**config.mk**
```make
export PLATFORM = sky130hd
export DESIGN_NAME = udb_request_engine_flat
export DESIGN_NICKNAME = d
export VERILOG_FILES = /design/src/udb_pkg.sv /design/src/udb_link_if.sv /design/src/udb_request_engine.sv /design/src/flat_wrapper.sv
export SDC_FILE = /design/constraint.sdc
export NUM_CORES = 1
export LEC_CHECK = 0
export BUFFER_PORTS_ARGS = -buffer_cell sky130_fd_sc_hd__buf_4
export CAP_MARGIN = 20
export CORE_ASPECT_RATIO = 0.7
export CORE_MARGIN = 4
export CORE_UTILIZATION = 49
export DETAILED_ROUTE_END_ITERATION = 6
export HOLD_SLACK_MARGIN = 0.08
export PLACE_DENSITY = 0.81
export SYNTH_ARGS = -nofsm -noshare
export SYNTH_HDL_FRONTEND = slang
export SYNTH_SLANG_ARGS = --single-unit
```
**constraint.sdc**
```tcl
create_clock -name clock -period 3.8 [get_ports clock]
set_input_delay 0.57 -clock clock [delete_from_list [all_inputs] [get_ports clock]]
set_output_delay 0.57 -clock clock [all_outputs]
set_load 0.05 [all_outputs]
```
**src/udb_pkg.sv**
```systemverilog
/*
 * Shared constants of the debug port request engine and its console partner:
 * register offsets, field positions, reset values, PID codes and timing.
 * Assumes a 250 MHz clock and an 8-bit APB address.
 */
package udb_pkg;
    localparam int APB_AW = 8;
    localparam logic [APB_AW-1:0] CTRL_OFS = 8'hA0;
    localparam logic [APB_AW-1:0] PID_OFS = 8'hA4;
    localparam logic [APB_AW-1:0] BUF_LO_OFS = 8'hA8;
    localparam logic [APB_AW-1:0] BUF_HI_OFS = 8'hAC;
    localparam logic [APB_AW-1:0] CFG_OFS = 8'hB0;

    localparam int DONE_BIT = 16;
    localparam int CLAIM_BIT = 10;
    localparam int CODE_LSB = 7;
    localparam int ERR_BIT = 6;
    localparam int START_BIT = 5;
    localparam int DIR_BIT = 4;
    localparam int LEN_LSB = 0;
    localparam int RPID_LSB = 16;
    localparam int SPID_LSB = 8;
    localparam int TPID_LSB = 0;
    localparam int CFG_ADDR_LSB = 8;
    localparam int CFG_EP_LSB = 0;
    localparam int WORD_HI_LSB = 32;

    localparam logic [2:0] CODE_NONE = 3'h0;
    localparam logic [2:0] CODE_XACT = 3'h1;
    localparam logic [2:0] CODE_HW = 3'h2;
    localparam logic [6:0] ADDR_RESET = 7'h7F;
    localparam logic [3:0] EP_RESET = 4'h1;
    localparam logic [3:0] LEN_RESET = 4'h0;
    localparam logic [7:0] PID_RESET = 8'h00;
    localparam logic [3:0] MAX_LEN = 4'h8;
    localparam int BUF_BYTES = 8;

    localparam logic [7:0] PID_OUT = 8'hE1;
    localparam logic [7:0] PID_IN = 8'h69;
    localparam logic [7:0] PID_SETUP = 8'h2D;
    localparam logic [7:0] PID_ACK = 8'hD2;
    localparam logic [7:0] PID_NAK = 8'h5A;

    localparam int CLK_PERIOD_NS = 4;
    localparam int RSP_TIMEOUT_NS = 400;
    localparam int RSP_TIMEOUT_CYC = (RSP_TIMEOUT_NS / CLK_PERIOD_NS < 1) ? 1 :
        RSP_TIMEOUT_NS / CLK_PERIOD_NS;
    localparam int WAIT_W = 8;

    // A PID carries its own check nibble, the complement of the type nibble.
    function automatic logic pid_ok(input logic [7:0] pid);
        pid_ok = (pid[7:4] == ~pid[3:0]);
    endfunction
endpackage

```
**src/udb_link_if.sv**
```systemverilog
/*
 * Byte stream link between the request engine and the debug console.
 * Assumes both ends run on one clock; packets go out one byte per cycle
 * with no gap, and a gap inside a packet aborts it.
 */
`timescale 1ns/100ps
interface udb_link_if;
    logic h_valid;
    logic [7:0] h_byte;
    logic h_last;
    logic c_valid;
    logic [7:0] c_byte;
    logic c_last;

    modport engine (
        output h_valid,
        output h_byte,
        output h_last,
        input c_valid,
        input c_byte,
        input c_last
    );

    modport console (
        input h_valid,
        input h_byte,
        input h_last,
        output c_valid,
        output c_byte,
        output c_last
    );
endinterface

```
**src/udb_request_engine.sv**
```systemverilog
/*
 * Debug port request engine: APB register file, one token, data and
 * handshake exchange per started request over the byte stream link.
 * Assumes a synchronous APB master and the port state flags on one clock.
 */
// Register access over APB was left to the implementer.
`timescale 1ns/100ps
// Functional notes
// - Claimed flag bit 10, software only
// - Failure code bits 9:7, valid with error
// - Failed exchange reports transaction error code
// - Suspend or reset during request: hardware error
// - Error flag set on failure, cleared on success; a suspend or reset in the reply's final cycle still clears it
// - Start runs request, clears with completion
// - Software never restarts while start is set
// - Direction bit selects read or write
// - Write sends zero to eight buffer bytes
// - Software never programs write length above eight
// - Read returns received count, never above eight
// - Bytes move from byte 0 upward
// - Reserved bits read zero, writes ignored
// - Software writes back reserved bits as read
// - Returned PID field holds received PID
// - Returned PID final before start clears
// - Write data packet opens with data PID
// - Every token carries the token PID
// - Completion flag set at end, write-one-clear
// - Eight byte buffer, byte 0 lowest
// - Token address from field defaulting 7Fh
module udb_request_engine (
    input wire logic clock,
    input wire logic resetn,
    input wire logic [udb_pkg::APB_AW-1:0] paddr,
    input wire logic psel,
    input wire logic penable,
    input wire logic pwrite,
    input wire logic [31:0] pwdata,
    output logic [31:0] prdata,
    output logic pready,
    output logic pslverr,
    input wire logic port_suspended,
    input wire logic port_reset,
    udb_link_if.engine link
);
    import udb_pkg::*;

    typedef enum {S_IDLE, S_TOK_ADDR, S_TOK_EP, S_DAT_PID, S_DAT_BYTE, S_WAIT, S_RECV}
        udb_host_e;

    udb_host_e state_r;
    logic pready_r, pslverr_r;
    logic [31:0] prdata_r;
    logic port_claimed_flag_r, request_failed_flag_r, request_start_r;
    logic direction_select_r, request_complete_flag_r;
    logic [2:0] failure_code_r;
    logic [3:0] byte_count_r, idx_r;
    logic [7:0] returned_pid_r, outgoing_data_pid_r, outgoing_token_pid_r;
    logic [7:0] payload_buffer_r [BUF_BYTES];
    logic [6:0] target_device_address_r;
    logic [3:0] target_endpoint_r;
    logic [WAIT_W-1:0] wait_r;
    logic h_valid_r, h_last_r;
    logic [7:0] h_byte_r;
    logic setup_ph, acc, wr_acc, go, port_bad, fail_hw, fail_x, ok_end, end_any;
    logic [63:0] buf_flat;

    assign prdata = prdata_r;
    assign pready = pready_r;
    assign pslverr = pslverr_r;
    assign link.h_valid = h_valid_r;
    assign link.h_byte = h_byte_r;
    assign link.h_last = h_last_r;

    assign setup_ph = psel && penable && !pready_r;
    assign acc = psel && penable && pready_r;
    assign wr_acc = acc && pwrite;
    assign port_bad = port_suspended || port_reset;
    assign go = wr_acc && paddr == CTRL_OFS && pwdata[START_BIT] && !request_start_r;

    always_comb begin
        for (int i = 0; i < BUF_BYTES; i++) begin
            buf_flat[i*8 +: 8] = payload_buffer_r[i];
        end
    end

    // End of the exchange, decided from the link and the port state.
    always_comb begin
        fail_hw = port_bad && (request_start_r || go);
        fail_x = 1'b0;
        ok_end = 1'b0;
        case (state_r)
            S_WAIT: begin
                if (link.c_valid) begin
                    if (!pid_ok(link.c_byte) || (direction_select_r && !link.c_last)) begin
                        fail_x = 1'b1;
                    end else begin
                        ok_end = link.c_last;
                    end
                end else begin
                    fail_x = (wait_r == '0);
                end
            end
            S_RECV: begin
                if (!link.c_valid || idx_r == MAX_LEN) begin
                    fail_x = 1'b1;
                end else begin
                    ok_end = link.c_last;
                end
            end
            default: ;
        endcase
        end_any = fail_hw || fail_x || ok_end;
    end

    // APB slave: one wait cycle, data and error registered.
    always_ff @(posedge clock or negedge resetn) begin
        if (!resetn) begin
            pready_r <= 1'b0;
            pslverr_r <= 1'b0;
            prdata_r <= '0;
        end else begin
            pready_r <= setup_ph;
            pslverr_r <= 1'b0;
            prdata_r <= '0;
            if (setup_ph) begin
                case (paddr)
                    CTRL_OFS: begin
                        if (!pwrite) begin
                            prdata_r[DONE_BIT] <= request_complete_flag_r;
                            prdata_r[CLAIM_BIT] <= port_claimed_flag_r;
                            prdata_r[CODE_LSB +: 3] <= failure_code_r;
                            prdata_r[ERR_BIT] <= request_failed_flag_r;
                            prdata_r[START_BIT] <= request_start_r;
                            prdata_r[DIR_BIT] <= direction_select_r;
                            prdata_r[LEN_LSB +: 4] <= byte_count_r;
                        end
                    end
                    PID_OFS: begin
                        if (!pwrite) begin
                            prdata_r[RPID_LSB +: 8] <= returned_pid_r;
                            prdata_r[SPID_LSB +: 8] <= outgoing_data_pid_r;
                            prdata_r[TPID_LSB +: 8] <= outgoing_token_pid_r;
                        end
                    end
                    BUF_LO_OFS: begin
                        if (!pwrite) begin
                            prdata_r <= buf_flat[0 +: 32];
                        end
                    end
                    BUF_HI_OFS: begin
                        if (!pwrite) begin
                            prdata_r <= buf_flat[WORD_HI_LSB +: 32];
                        end
                    end
                    CFG_OFS: begin
                        if (!pwrite) begin
                            prdata_r[CFG_ADDR_LSB +: 7] <= target_device_address_r;
                            prdata_r[CFG_EP_LSB +: 4] <= target_endpoint_r;
                        end
                    end
                    default: pslverr_r <= 1'b1;
                endcase
            end
        end
    end

    // Control and status fields.
    always_ff @(posedge clock or negedge resetn) begin
        if (!resetn) begin
            port_claimed_flag_r <= 1'b0;
            request_failed_flag_r <= 1'b0;
            failure_code_r <= CODE_NONE;
            request_start_r <= 1'b0;
            direction_select_r <= 1'b0;
            byte_count_r <= LEN_RESET;
            request_complete_flag_r <= 1'b0;
        end else begin
            if (wr_acc && paddr == CTRL_OFS) begin
                port_claimed_flag_r <= pwdata[CLAIM_BIT];
                if (!request_start_r) begin
                    direction_select_r <= pwdata[DIR_BIT];
                    byte_count_r <= pwdata[LEN_LSB +: 4];
                end
                if (pwdata[DONE_BIT]) begin
                    request_complete_flag_r <= 1'b0;
                end
            end
            if (end_any) begin
                request_start_r <= 1'b0;
                request_complete_flag_r <= 1'b1;
                request_failed_flag_r <= !ok_end;
                failure_code_r <= fail_hw ? CODE_HW : (fail_x ? CODE_XACT : CODE_NONE);
                if (ok_end && !direction_select_r) begin
                    byte_count_r <= (state_r == S_RECV) ? idx_r + 4'h1 : LEN_RESET;
                end
            end else if (go) begin
                request_start_r <= 1'b1;
            end
        end
    end

    // PID register, configuration and data buffer.
    always_ff @(posedge clock or negedge resetn) begin
        if (!resetn) begin
            returned_pid_r <= PID_RESET;
            outgoing_data_pid_r <= PID_RESET;
            outgoing_token_pid_r <= PID_RESET;
            target_device_address_r <= ADDR_RESET;
            target_endpoint_r <= EP_RESET;
            for (int i = 0; i < BUF_BYTES; i++) begin
                payload_buffer_r[i] <= '0;
            end
        end else begin
            if (wr_acc && paddr == PID_OFS) begin
                outgoing_data_pid_r <= pwdata[SPID_LSB +: 8];
                outgoing_token_pid_r <= pwdata[TPID_LSB +: 8];
            end
            if (wr_acc && paddr == CFG_OFS) begin
                target_device_address_r <= pwdata[CFG_ADDR_LSB +: 7];
                target_endpoint_r <= pwdata[CFG_EP_LSB +: 4];
            end
            for (int i = 0; i < BUF_BYTES / 2; i++) begin
                if (wr_acc && paddr == BUF_LO_OFS) begin
                    payload_buffer_r[i] <= pwdata[i*8 +: 8];
                end
                if (wr_acc && paddr == BUF_HI_OFS) begin
                    payload_buffer_r[i + BUF_BYTES / 2] <= pwdata[i*8 +: 8];
                end
            end
            if (state_r == S_WAIT && link.c_valid) begin
                returned_pid_r <= link.c_byte;
            end
            if (state_r == S_RECV && link.c_valid && idx_r != MAX_LEN) begin
                payload_buffer_r[idx_r[2:0]] <= link.c_byte;
            end
        end
    end

    // Reply timeout, reloaded whenever no reply is awaited.
    always_ff @(posedge clock or negedge resetn) begin
        if (!resetn) begin
            wait_r <= WAIT_W'(RSP_TIMEOUT_CYC);
        end else if (state_r == S_WAIT) begin
            wait_r <= wait_r - 1'b1;
        end else begin
            wait_r <= WAIT_W'(RSP_TIMEOUT_CYC);
        end
    end

    // Exchange sequencer: token, optional data packet, then the reply.
    always_ff @(posedge clock or negedge resetn) begin
        if (!resetn) begin
            state_r <= S_IDLE;
            idx_r <= '0;
            h_valid_r <= 1'b0;
            h_byte_r <= '0;
            h_last_r <= 1'b0;
        end else if (end_any) begin
            state_r <= S_IDLE;
            h_valid_r <= 1'b0;
            h_last_r <= 1'b0;
        end else begin
            case (state_r)
                S_IDLE: begin
                    if (go) begin
                        h_valid_r <= 1'b1;
                        h_byte_r <= outgoing_token_pid_r;
                        h_last_r <= 1'b0;
                        state_r <= S_TOK_ADDR;
                    end
                end
                S_TOK_ADDR: begin
                    h_byte_r <= {1'b0, target_device_address_r};
                    state_r <= S_TOK_EP;
                end
                S_TOK_EP: begin
                    h_byte_r <= {4'h0, target_endpoint_r};
                    h_last_r <= 1'b1;
                    state_r <= direction_select_r ? S_DAT_PID : S_WAIT;
                end
                S_DAT_PID: begin
                    h_byte_r <= outgoing_data_pid_r;
                    h_last_r <= (byte_count_r == LEN_RESET);
                    idx_r <= '0;
                    state_r <= (byte_count_r == LEN_RESET) ? S_WAIT : S_DAT_BYTE;
                end
                S_DAT_BYTE: begin
                    h_byte_r <= payload_buffer_r[idx_r[2:0]];
                    h_last_r <= (idx_r + 4'h1 == byte_count_r);
                    idx_r <= idx_r + 4'h1;
                    if (idx_r + 4'h1 == byte_count_r) begin
                        state_r <= S_WAIT;
                    end
                end
                S_WAIT: begin
                    h_valid_r <= 1'b0;
                    h_last_r <= 1'b0;
                    idx_r <= '0;
                    if (link.c_valid) begin
                        state_r <= S_RECV;
                    end
                end
                S_RECV: begin
                    idx_r <= idx_r + 4'h1;
                end
                default: state_r <= S_IDLE;
            endcase
        end
    end
endmodule // udb_request_engine

```
**src/flat_wrapper.sv**
```systemverilog
// flat-port wrapper written by rule: the top's interface ports become plain ports
module udb_request_engine_flat import udb_pkg::*;
  (clock, resetn, paddr, psel, penable, pwrite, pwdata, prdata, pready, pslverr, port_suspended, port_reset, link_h_valid, link_h_byte, link_h_last, link_c_valid, link_c_byte, link_c_last);
  udb_link_if link_i ();
  input wire logic clock;
  input wire logic resetn;
  input wire logic [udb_pkg::APB_AW-1:0] paddr;
  input wire logic psel;
  input wire logic penable;
  input wire logic pwrite;
  input wire logic [31:0] pwdata;
  output logic [31:0] prdata;
  output logic pready;
  output logic pslverr;
  input wire logic port_suspended;
  input wire logic port_reset;
  output wire logic [$bits(link_i.h_valid)-1:0] link_h_valid;
  output wire logic [$bits(link_i.h_byte)-1:0] link_h_byte;
  output wire logic [$bits(link_i.h_last)-1:0] link_h_last;
  input wire logic [$bits(link_i.c_valid)-1:0] link_c_valid;
  input wire logic [$bits(link_i.c_byte)-1:0] link_c_byte;
  input wire logic [$bits(link_i.c_last)-1:0] link_c_last;
  assign link_h_valid = link_i.h_valid;
  assign link_h_byte = link_i.h_byte;
  assign link_h_last = link_i.h_last;
  assign link_i.c_valid = link_c_valid;
  assign link_i.c_byte = link_c_byte;
  assign link_i.c_last = link_c_last;
  udb_request_engine u_core (.clock(clock), .resetn(resetn), .paddr(paddr), .psel(psel), .penable(penable), .pwrite(pwrite), .pwdata(pwdata), .prdata(prdata), .pready(pready), .pslverr(pslverr), .port_suspended(port_suspended), .port_reset(port_reset), .link(link_i));
endmodule
```
==> key figures, run 1 <==
Run status
  – Status: finished clean

Layout
  – Design Area, Final: 10300 um2
  – Final core occ: between 50% and 60%
  – Synth-to-layout area growth: 16.4%
  – Nets: ~990
  – Share of layout cells above drive strength 1: a little over a quarter
  – Number of fillers in the final layout: about 1400
  – Count of antenna diodes in the layout: 0

Power and ir drop
  – Total chip power: a little over 0.006 W
  – Power per standard cell area: between 500 and 600 nW/um2
  – Worst vdd ir: 0.000316 V
  – Static Leak: roughly 4.5 nW

Worst setup path
  – Delay of the slowest critical-path stage: 860 ps
  – Max FO, Critical Path: 16
  – CP required: slightly above 4000 ps
  – Cell chain of the critical path: buf_4, or4b_4, nor3_2, and3_1, mux2_2
  – CP Class: primary input to register
  – Launching element type of the critical path: primary input
  – Startpoint of the most critical register-to-register path: u_core.state_r[2]
  – Critical path arrival: 3100 ps
  – Cell family with the largest share of critical-path delay: simple AND/OR/NAND/NOR gates
  – Worst setup EP type: register
  – Startpoint of the worst setup timing path: paddr[1]
  – Worst Path Buf+Inv: 1
  – Slowest stage cell on the critical path: sky130_fd_sc_hd__and3_1

GRT
  – Total global-route track usage: a little over a quarter
  – Antenna violations before repair: 1
  – Number of global-route vias before repair: between 7000 and 8000
  – Largest net degree at the start of global routing: 100
  – Global-route wire length before repair: around 42 mm
  – Overall overflow remaining after global route: 0

STA
  – Final hold violation count: 0
  – Max_slew headroom: between 30% and 40%
  – Pins Over Slew Limit: 0
  – Maximum clock rate: ~0.36 GHz
  – Least-Margin Pin Slew: 949 ps
  – Sum of negative setup slack: 0 ps
  – Shortest period the worst path allows: approximately 2800 ps
  – Setup skew after layout: 11.2 ps
  – Setup repair after global routing missed its margin: no
  – # setup viols final: 0
  – Final worst-path cycle share: 73.1%

Job
  – Max-capacitance violation count: 0

Yosys
  – Yosys top cell area share: 44.6%
  – Share of synthesized registers carrying an async set or reset: 100%
  – Cell types occupying the most area after synthesis: sky130_fd_sc_hd__dfrtp_1 (45%), sky130_fd_sc_hd__mux2_2 (7.4%), sky130_fd_sc_hd__mux2i_1 (5.8%)
  – Number of synthesized flops with an enable pin: 0
  – Share of the synthesized area in compound gates (AO/OA/AOI/OAI): about an eighth
  – Avg Synthesized Cell Area: 10.3 um2
  – Number of synthesized register bits: about 170
  – Dominant combinational cell family by area after synthesis: multiplexers
  – Share of synthesized area spent on multiplexers: between 10% and 20%
  – Post-Synth Simple-Gate Area: 15.0%
  – Post-synthesis instance area: approximately 8900 um2
  – Biggest area consumer among synthesized cells: sky130_fd_sc_hd__dfrtp_1
  – Leading cell types by count after synthesis: sky130_fd_sc_hd__dfrtp_1 (158), sky130_fd_sc_hd__nand2_1 (135), sky130_fd_sc_hd__nor2_1 (88), sky130_fd_sc_hd__mux2_2 (58), sky130_fd_sc_hd__mux2i_1 (51)
  – Total of warnings raised by yosys: 0
  – Dominant cell by count in the synthesized netlist: sky130_fd_sc_hd__dfrtp_1
  – Share of the yosys chip area belonging to registers: 47.8%
  – Net count after synthesis: a little over 900
  – Unique masters post-synth: 66
  – Parity-gate share of the synthesized area counting xor and xnor cells: around 1.9%
  – Primary FF master, synth: sky130_fd_sc_hd__dfrtp_1
  – Number of cells produced by synthesis: 864
  – Adder-cell share of the synthesized area: 0.423%

Die
  – Core box area: around 17000 um2
  – Std-Cell Rows: 40
  – Total Die Area: 20300 um2
  – Floorplan die width: between 150 and 200 um
  – Initial Utilization: about half
  – IO Count: between 100 and 150
  – Height of the chip: about 120 um

CTS
  – Number of setup buffers added after CTS: 0
  – CTS H-tree depth: 4
  – TritonCTS buffer count: 17
  – Deepest clock path buffer count: 2
  – Clock transition time at the flip-flop clock pins of the worst setup and hold paths: approximately 60 ps
  – Sinks on the clock net: approximately 170
  – Clock latency on the worst-skew pair: ~440 ps
  – Number of gates resized after CTS: 0
  – CTS tree: built
  – Number of hold buffers added after cts: 0
  – Buffer cell driving the clock tree root: sky130_fd_sc_hd__clkbuf_16

Detailed routing
  – Aggregate routed wire length: 26.9 mm
  – DR vias/cell: ~6.4
  – Iteration-0 DRC Markers: roughly 970
  – Iteration count of the initial detailed-routing pass: 6
  – Routed length per instance: 22.9 um
  – Number of nets still failing antenna checks after routing: 0
  – Number of design rule violations left after detail routing: 0
  – Total vias in the final route: 7511

Worst hold path
  – Worst hold path type: primary input to asynchronous set/reset pin

Place
  – HPWL reported at the end of detailed placement: ~19 mm
  – Post-place instance area: between 9000 and 10000 um2
  – I/O Buffers: 100
  – Final weighted congestion in routability-driven placement: roughly 0.91
-- where the power goes --
group | total [W] | switching, W | leakage (nW) | internal [W]
logic | 0.00198 | 0.00111 | 1.96 | 0.000864
clock network | 0.00168 | 0.000765 | 0.268 | 0.000919
registers | 0.00250 | 0.000354 | 2.23 | 0.00215
total | 0.00616 | 0.00223 | 4.46 | 0.00393
-- worst reg2reg max path, stage by stage, from the launching register on --
cell,delay (ps)
sky130_fd_sc_hd__dfrtp_1,620
sky130_fd_sc_hd__buf_4,350
sky130_fd_sc_hd__or2b_1,290
sky130_fd_sc_hd__or2_2,360
sky130_fd_sc_hd__a311oi_1,330
sky130_fd_sc_hd__a2111o_1,460
sky130_fd_sc_hd__a221o_1,230
-- layout by cell type, fill, tap and decap left out, types with 8 or more instances in the layout --
cell	instances
sky130_fd_sc_hd__inv_1	8
sky130_fd_sc_hd__dfstp_2	11
sky130_fd_sc_hd__nand3_1	8
sky130_fd_sc_hd__a222oi_1	14
sky130_fd_sc_hd__nor2_1	88
sky130_fd_sc_hd__o21ai_1	9
sky130_fd_sc_hd__a31oi_1	38
sky130_fd_sc_hd__o22ai_1	8
sky130_fd_sc_hd__a21oi_1	22
sky130_fd_sc_hd__a22oi_1	17
sky130_fd_sc_hd__clkbuf_16	17
sky130_fd_sc_hd__nand2_1	135
sky130_fd_sc_hd__mux4_2	16
sky130_fd_sc_hd__xnor2_1	13
sky130_fd_sc_hd__buf_4	118
sky130_fd_sc_hd__dfrtp_1	158
sky130_fd_sc_hd__mux2i_1	51
sky130_fd_sc_hd__mux2_2	58
sky130_fd_sc_hd__o21ai_0	34
-- stage by stage --
stage	hold WS [ps]	cells	setup WS (ps)
detailed placement	450	1143	731
CTS	284	1175	1160
finish	229	1175	1020
global route	324	1175	898
floorplan	274	864	1370
global placement	443	1143	781
-- cell type report --
cell class | count | area (um2) | area share, %
Tap cell | 231 | 289 | 2.80
Clock buffer | 18 | 439 | 4.25
Clock inverter | 14 | 128 | 1.24
Multi-Input combinational cell | 613 | 4260 | 41.2
Inverter | 9 | 33.8 | 0.327
Sequential cell | 169 | 4240 | 41.1
Timing Repair Buffer | 121 | 937 | 9.08
-- sequential cells by signal, summed over array words and instances, names as in the netlist --
signal / flops
u_core.failure_code_r: 2
u_core.pready: 1
u_core.returned_pid_r: 8
u_core.outgoing_data_pid_r: 8
u_core.link.h_valid: 1
u_core.link.h_byte: 8
u_core.state_r: 3
u_core.byte_count_r: 4
u_core.target_device_address_r: 7
u_core.target_endpoint_r: 4
u_core.request_failed_flag_r: 1
u_core.direction_select_r: 1
u_core.pslverr: 1
u_core.wait_r: 8
u_core.idx_r: 4
u_core.request_start_r: 1
u_core.request_complete_flag_r: 1
u_core.outgoing_token_pid_r: 8
u_core.prdata: 32
u_core.link.h_last: 1
u_core.port_claimed_flag_r: 1
u_core.buf_flat: 64
-- path summary, 6_finish.rpt --
kind,end,slack [ps],cells past startpoint
min reg2reg,u_core.wait_r[0],460,1
max,u_core.outgoing_token_pid_r[0],1020,5
min,u_core.prdata[9],230,1
max in group asynchronous,u_core.buf_flat[7],2640,2
min in group clock,u_core.buf_flat[60],390,3
max reg2reg,u_core.idx_r[1],1100,6
-- logic make-up (layout without fill, tap and decap cells) --
kind of cell	count (synthesis)	count (layout)
DFF	169	169
and+or+nand+nor	292	292
muxes	125	125
AOI/OAI and AO/OA	174	174
buffers and inverters	82	162
adders and majority gates	3	3
xor gates and xnor gates	19	19
-- routing by layer --
metal / routed length (um) / global-route usage [%] / up-vias
li1: - / - / 3244
met1: 11200 / 38.7 / 3719
met2: 11600 / 38.3 / 486
met3: 3500 / 10.0 / 62
met4: 651 / 8.46 / 0
met5: 0 / 0 / -
No activity file was read; power rests on OpenSTA's default activity.
==> run 2: changes to the inputs <==
Settings changed: ABC_AREA from default to 1, PLACE_DENSITY 0.81 to 0.83.
Clock period 3.8 ns to 2.55 ns, I/O delays scaled along.
==> run 2 against run 1 <==
Net effect:
- critical path depth is 4 higher
- combinational power is 74% lower
- critical path type is now register to register
- first-iteration DRC count is 60% higher
- total power is 7.0% lower
- via count is 22% higher
- clock skew hardly changed
- the flow now finishes with violations (DRC)
- largest power group unchanged
- register-to-register slack worse by 700 ps
- hold slack worse by 31 ps
- wire length is 15% higher
- setup slack worse by 620 ps
- sequential cell count stayed put
- non-clock buffer count is 7 higher
==> key figures, run 2 <==
CTS
  – Clock latency on the worst-skew pair: 440 ps (about the same)
  – Number of setup buffers added after CTS: 0 (unchanged)
  – Number of hold buffers added after cts: 1 (+1)
  – Clock transition time at the flip-flop clock pins of the worst setup and hold paths: 70 ps (about the same)
  – Deepest clock path buffer count: 2 (unchanged)
  – Sinks on the clock net: 169 (unchanged)
  – Buffer cell driving the clock tree root: sky130_fd_sc_hd__clkbuf_16
  – TritonCTS buffer count: 17 (unchanged)
  – Number of gates resized after CTS: 0 (unchanged)
  – CTS tree: built
  – CTS H-tree depth: 4 (unchanged)

Yosys
  – Unique masters post-synth: 45 (-32%)
  – Parity-gate share of the synthesized area counting xor and xnor cells: 0% (-1.9 points)
  – Biggest area consumer among synthesized cells: sky130_fd_sc_hd__dfrtp_1
  – Primary FF master, synth: sky130_fd_sc_hd__dfrtp_1
  – Avg Synthesized Cell Area: 7.54 um2 (-27%)
  – Share of synthesized registers carrying an async set or reset: 100% (unchanged)
  – Share of the synthesized area in compound gates (AO/OA/AOI/OAI): 18.8% (+5.4 points)
  – Share of synthesized area spent on multiplexers: 0% (-17 points)
  – Number of synthesized flops with an enable pin: 0 (unchanged)
  – Dominant combinational cell family by area after synthesis: simple AND/OR/NAND/NOR gates
  – Post-Synth Simple-Gate Area: 24.6% (+9.7 points)
  – Share of the yosys chip area belonging to registers: 46.4% (-1.5 points)
  – Number of cells produced by synthesis: 1214 (+41%)
  – Dominant cell by count in the synthesized netlist: sky130_fd_sc_hd__nand2_1
  – Number of synthesized register bits: 169 (unchanged)
  – Cell types occupying the most area after synthesis: sky130_fd_sc_hd__dfrtp_1 (43%), sky130_fd_sc_hd__nand2_1 (13%), sky130_fd_sc_hd__o21ai_0 (7.2%)
  – Yosys top cell area share: 43.2% (-1.4 points)
  – Post-synthesis instance area: 9150 um2 (+3.2%)
  – Leading cell types by count after synthesis: sky130_fd_sc_hd__nand2_1 (326), sky130_fd_sc_hd__dfrtp_1 (158), sky130_fd_sc_hd__inv_1 (146), sky130_fd_sc_hd__o21ai_0 (131), sky130_fd_sc_hd__nor2_1 (90)
  – Adder-cell share of the synthesized area: 0.410% (-0.013 points)
  – Net count after synthesis: 1274 (+38%)
  – Total of warnings raised by yosys: 0 (unchanged)

Layout
  – Synth-to-layout area growth: 17.2%
  – Most used cells in the layout excluding fill and tap cells: sky130_fd_sc_hd__nand2_1 (326), sky130_fd_sc_hd__dfrtp_1 (158), sky130_fd_sc_hd__inv_1 (146), sky130_fd_sc_hd__o21ai_0 (131), sky130_fd_sc_hd__buf_4 (121)
  – Final core occ: 59.1% (about the same)
  – Flip-flop count of the largest register, all copies and words added: 64 (unchanged)
  – Nets: 1371 (+38%)
  – Most common cell after layout, fill and taps aside: sky130_fd_sc_hd__nand2_1
  – Count of antenna diodes in the layout: 0 (unchanged)
  – Share of layout cells above drive strength 1: 17.0% (-10 points)

Place
  – Final weighted congestion in routability-driven placement: 1.05 (+16%)
  – HPWL reported at the end of detailed placement: 22.7 mm (+21%)
  – I/O Buffers: 100 (unchanged)

Die
  – Floorplan die width: 171 um (+1.5%)
  – Initial Utilization: 50.4% (-0.39 points)
  – Std-Cell Rows: 41 (+2.5%)
  – Height of the chip: 122 um (+1.5%)
  – Core box area: 18200 um2 (+4.0%)
  – IO Count: 101 (unchanged)
  – Total Die Area: 21000 um2 (+3.0%)

Run status
  – Status: finished with violations
  – Violations in the final reports: DRC

STA
  – Shortest period the worst path allows: around 2100 ps
  – Pins Over Slew Limit: 0 (unchanged)
  – Final hold violation count: 0 (unchanged)
  – # setup viols final: 0 (unchanged)
  – Final worst-path cycle share: between 80% and 90%
  – Setup skew after layout: 11.6 ps (+0.416 ps)
  – Max_slew headroom: 55.9% (+19 points)
  – Setup repair after global routing missed its margin: no
  – Sum of negative setup slack: 0 ps (unchanged)
  – Maximum clock rate: 0.466 GHz
  – Least-Margin Pin Slew: 659 ps (-290 ps)

Worst setup path
  – Slowest stage cell on the critical path: sky130_fd_sc_hd__dfrtp_1
  – Cell family with the largest share of critical-path delay: simple AND/OR/NAND/NOR gates
  – Startpoint of the most critical register-to-register path: u_core.state_r[0]
  – Startpoint of the worst setup timing path: u_core.state_r[0]
  – Cell chain of the critical path: inv_1, nor2_1, nand2_2, o211ai_2, nor2_1, nor3_1, nand2_1, nand3_1, nand2_1
  – CP Class: register to register
  – Max FO, Critical Path: 8 (-8)
  – Critical path arrival: 2480 ps (-620 ps)
  – Delay of the slowest critical-path stage: 560 ps (-300 ps)
  – Worst setup EP type: register
  – CP required: 2880 ps (-1240 ps)
  – Worst Path Buf+Inv: 1 (unchanged)
  – Launching element type of the critical path: register

Power and ir drop
  – Power per standard cell area: 534 nW/um2 (-10%)
  – Total chip power: 0.00573 W (-7.0%)
  – Worst vdd ir: 0.000492 V (+56%)
  – Static Leak: 5.29 nW (+19%)

Detailed routing
  – Routed length per instance: 19.9 um (-13%)
  – DR vias/cell: 5.89 (-7.8%)
  – Number of design rule violations left after detail routing: 5 (+5)
  – Aggregate routed wire length: 31.1 mm (+15%)
  – Number of nets still failing antenna checks after routing: 0 (unchanged)
  – Iteration count of the initial detailed-routing pass: 7 (+1)
  – Total vias in the final route: 9195 (+22%)
  – Iteration-0 DRC Markers: 1561 (+60%)

Job
  – Max-capacitance violation count: 0 (unchanged)

GRT
  – Number of global-route vias before repair: 8572 (+17%)
  – Global-route wire length before repair: 47.9 mm (+13%)
  – Antenna violations before repair: 0 (-1)
  – Overall overflow remaining after global route: 0 (unchanged)
  – Largest net degree at the start of global routing: 68 (-32%)
  – Total global-route track usage: 30.2% (+3.1 points)

Worst hold path
  – Worst hold path type: primary input to register
  – Worst hold path startpoint: link_c_byte[7]
run 2: cell types whose count changed after synthesis, sizes merged, moves of 16 or more:
cell / change
mux2i: -51
a31oi: -28
nand3: +54
o211ai: +19
a22oi: -16
o22ai: +18
a21oi: +40
nand2: +205
mux4: -16
o21ai: +135
inv: +150
mux2: -58
run 2: tightest hold or removal path: cells and delay by family:
family	cells	cell delay, ps
buffers and inverters	2	140
AOI/OAI and AO/OA	1	70
run 2: where the power goes:
group | switching (W) | leakage, nW | internal (W)
sequential | 0.0000337 | 2.11 | 0.00273
combinational | 0.000360 | 2.93 | 0.000153
clock | 0.00111 | 0.253 | 0.00134
total | 0.00150 | 5.29 | 0.00423
run 2: cells by family after synthesis:
logic type / Yosys count
AOI/OAI and AO/OA: 308
buffers and inverters: 210
DFF: 169
adders and majority gates: 3
and+or+nand+nor: 524
run 2: stage by stage:
step                      instance area (um2)  setup slack, ps  cells  hold slack [ps]
final                                   10700              403   1560              198
after global routing                    10700              246   1560              213
after CTS                               10700              507   1560              187
after detailed placement                10200              445   1527              363
after global placement                  10200              479   1527              363
after floorplan                          9150              397   1214             86.9
run 2: final timing paths:
check	slack (ps)	cells past startpoint	to
worst max-delay path	400	9	u_core.link.h_byte[1]
worst min-delay path	200	3	u_core.buf_flat[23]
worst max register to register	400	9	u_core.link.h_byte[1]
worst min register to register	430	1	u_core.wait_r[0]
max in group asynchronous	1350	3	u_core.target_device_address_r[2]
min in group asynchronous	450	2	u_core.prdata[15]
run 2: routing by layer:
metal	share of wire [%]	up-vias	wire length, um	global-route usage, %
met5	0	-	0	0
met4	2.6	0	820	9.01
met3	16	89	4850	12.4
met2	40	678	12600	41.2
met1	41	4290	12800	43.8
li1	-	4138	-	-
run 2: final cells by class:
| cell class | count | area (um2) |
|---|---|---|
| multi-input cells | 835 | 4010 |
| clock buffers | 21 | 440 |
| flip-flops and latches | 169 | 4240 |
| repair buffers | 128 | 1030 |
| clock inverters | 11 | 101 |
| fillers | 1635 | 7430 |
| inverters | 160 | 607 |
| well taps | 236 | 295 |
==> run 3: changes to the inputs <==
Clock period 2.55 ns to 1.8 ns, I/O delays scaled along.
==> run 3 against run 2 <==
Net effect:
- setup slack lost 420 ps
- largest power group is now clock
- the flow finishes with violations (setup timing)
- critical path depth unchanged
- fmax rose by 18%
- design area up 11%
- clock-buffer cell count rose by 1
- die area unchanged
- utilization increased by 6.3 points
- largest cell class unchanged
- sequential cell count unchanged
- clock skew shrank 0.91 ps
- total power is 54% higher
==> key figures, run 3 (synthesis gave the netlist of run 2 again) <==
Detailed routing
  – Number of design rule violations left after detail routing: 0 (-5)
  – Iteration-0 DRC Markers: 1346 (-14%)
  – Aggregate routed wire length: 34.2 mm (+10%)
  – Routed length per instance: 20.6 um (+3.7%)
  – Total vias in the final route: 9653 (+5.0%)
  – Number of nets still failing antenna checks after routing: 0 (unchanged)
  – Iteration count of the initial detailed-routing pass: 7 (unchanged)
  – DR vias/cell: 5.83 (-1.2%)

Layout
  – Most common cell after layout, fill and taps aside: sky130_fd_sc_hd__nand2_1
  – Most used cells in the layout excluding fill and tap cells: sky130_fd_sc_hd__nand2_1 (319), sky130_fd_sc_hd__buf_4 (199), sky130_fd_sc_hd__dfrtp_1 (153), sky130_fd_sc_hd__inv_1 (139), sky130_fd_sc_hd__o21ai_0 (115)
  – Count of antenna diodes in the layout: 0 (unchanged)
  – Nets: 1468 (+7.1%)
  – Final core occ: 65.4% (+6.3 points)
  – Design Area, Final: 11900 um2 (+11%)
  – Synth-to-layout area growth: 29.8%
  – Final cell count without fillers: 1657 (+6.2%)
  – Flip-flop count of the largest register, all copies and words added: 64 (unchanged)
  – Number of fillers in the final layout: 1514 (-7.4%)
  – Share of layout cells above drive strength 1: 24.9% (+7.9 points)

STA
  – Setup repair after global routing missed its margin: yes
  – # setup viols final: 1 (+1)
  – Final hold violation count: 0 (unchanged)
  – Final worst-path cycle share: 101% (+16 points)
  – Minimum setup slack in the final design: -12.4 ps (-415 ps)
  – Setup skew after layout: 10.7 ps (-0.907 ps)
  – Shortest period the worst path allows: 1810 ps (-335 ps)
  – Max_slew headroom: 66.3% (+10 points)
  – Least-Margin Pin Slew: 500 ps (-159 ps)
  – Maximum clock rate: 0.552 GHz (+18%)
  – Pins Over Slew Limit: 0 (unchanged)

Power and ir drop
  – Worst vdd ir: 0.000463 V (-5.8%)
  – Power per standard cell area: 742 nW/um2 (+39%)
  – Static Leak: 5.92 nW (+12%)

Die
  – IO Count: 101 (unchanged)
  – Total Die Area: 21000 um2 (unchanged)
  – Std-Cell Rows: 41 (unchanged)
  – Floorplan die width: 171 um (unchanged)
  – Initial Utilization: 50.4% (unchanged)
  – Core box area: 18200 um2 (unchanged)
  – Height of the chip: 122 um (unchanged)

Job
  – Max-capacitance violation count: 0 (unchanged)

Worst setup path
  – Worst setup EP type: register
  – Max FO, Critical Path: 9 (+1)
  – CP required: 2130 ps (-750 ps)
  – Launching element type of the critical path: register
  – Setup slack of the worst register-to-register path: -10 ps (-420 ps)
  – CP Class: register to register
  – Critical path arrival: 2140 ps (-340 ps)
  – Critical register-to-register path endpoint: u_core.link.h_byte[5]
  – Startpoint of the most critical register-to-register path: u_core.idx_r[0]
  – Worst Reg-to-Reg Cells: 9 (unchanged)

Worst hold path
  – Worst hold path startpoint: pwdata[4]
  – Worst hold path depth: 3 (unchanged)
  – Worst hold path type: primary input to register
  – Worst min-delay path endpoint: u_core.direction_select_r

GRT
  – Global-route wire length before repair: 50.1 mm (+4.4%)
  – Largest net degree at the start of global routing: 46 (-32%)
  – Total global-route track usage: 31.9% (+1.8 points)
  – Antenna violations before repair: 2 (+2)
  – Number of global-route vias before repair: 8701 (+1.5%)
  – Overall overflow remaining after global route: 0 (unchanged)

Place
  – Number of placed instances, taps included: 1606 (+5.2%)
  – I/O Buffers: 100 (unchanged)
  – HPWL reported at the end of detailed placement: 25.2 mm (+11%)
  – Post-place instance area: 11000 um2 (+7.9%)
  – Final weighted congestion in routability-driven placement: 1.12 (+6.6%)

CTS
  – Sinks on the clock net: 169 (unchanged)
  – TritonCTS buffer count: 17 (unchanged)
  – Clock transition time at the flip-flop clock pins of the worst setup and hold paths: 70 ps (about the same)
  – Buffer cell driving the clock tree root: sky130_fd_sc_hd__clkbuf_16
  – CTS H-tree depth: 4 (unchanged)
  – Deepest clock path buffer count: 2 (unchanged)
  – CTS tree: built
  – Clock latency on the worst-skew pair: 440 ps (about the same)

Run status
  – Status: finished with violations
  – Violations in the final reports: setup timing
## run 3: cell count changes in the layout (fill, tap and decap cells not counted), sizes merged
cell / change
clkbuf: +2
dlygate4sd3: +2
bufinv: +4
clkinv: -4
buf: +94
inv: +1
clkinvlp: -2
## run 3: report_power, final
part	internal [W]	switching [W]
clock network	0.00248	0.00160
registers	0.00387	0.0000569
logic	0.000269	0.000536
total	0.00662	0.00219
## run 3: final cells by class
cell class                 instances  area, um2  area share [%]
clock buffer                      22        444            3.74
clock inverter                    10        195            1.64
inverter                         160        622            5.24
multi-input combinational        835       4150            35.0
sequential                       169       4250            35.8
tap                              236        295            2.49
timing repair buffer             225       1920            16.1
## run 3: how the worst max path moves through the flow
stage | cells after the start | start | slack, ps | to
floorplan | 16 | u_core.idx_r[0] | -70 | u_core.link.h_byte[5]
global placement | 10 | paddr[4] | 30 | u_core.prdata[4]
detailed placement | 12 | paddr[7] | 10 | u_core.prdata[2]
CTS | 11 | u_core.state_r[1] | 30 | u_core.link.h_byte[4]
global route | 12 | u_core.idx_r[0] | -70 | u_core.state_r[1]
finish | 9 | u_core.idx_r[0] | -10 | u_core.link.h_byte[5]
## run 3: what timing repair did
item | in CTS | in global routing
hold buffers | 3 | 0
resized for setup | 0 | 37
hold endpoints to repair | 35 | 0
setup buffers | 0 | 14
setup endpoints to repair | 0 | 39
## run 3: routing by layer
layer,part of all wire (%),wire [um],vias up,global-route usage [%]
met5,0.035,12,-,0
met4,2.9,1000,2,7.97
met3,16,5410,93,13.2
met2,41,14000,709,44.7
met1,40,13800,4503,46.0
li1,-,-,4346,-
## run 3: critical path: stages (launching register included)
cell,delay [ps]
sky130_fd_sc_hd__dfrtp_2,430
sky130_fd_sc_hd__inv_4,60
sky130_fd_sc_hd__buf_4,150
sky130_fd_sc_hd__buf_4,180
sky130_fd_sc_hd__nor2_1,130
sky130_fd_sc_hd__o21ai_0,140
sky130_fd_sc_hd__o21ai_0,260
sky130_fd_sc_hd__nand2_1,150
sky130_fd_sc_hd__nand3_1,130
sky130_fd_sc_hd__nand2_1,60
## run 3: stage by stage
stage | hold WS, ps | power [W] | setup TNS [ps] | setup slack (ps)
3_3_place_gp | 239 | 0.00476 | 0 | 28.5
2_1_floorplan | -25.6 | 0.00432 | -2130 | -69.1
5_1_grt | 120 | 0.00904 | -241 | -67.0
4_1_cts | 96.1 | 0.00880 | 0 | 25.3
3_5_place_dp | 240 | 0.00477 | 0 | 10.9
6_report | 108 | 0.00882 | -12.4 | -12.4
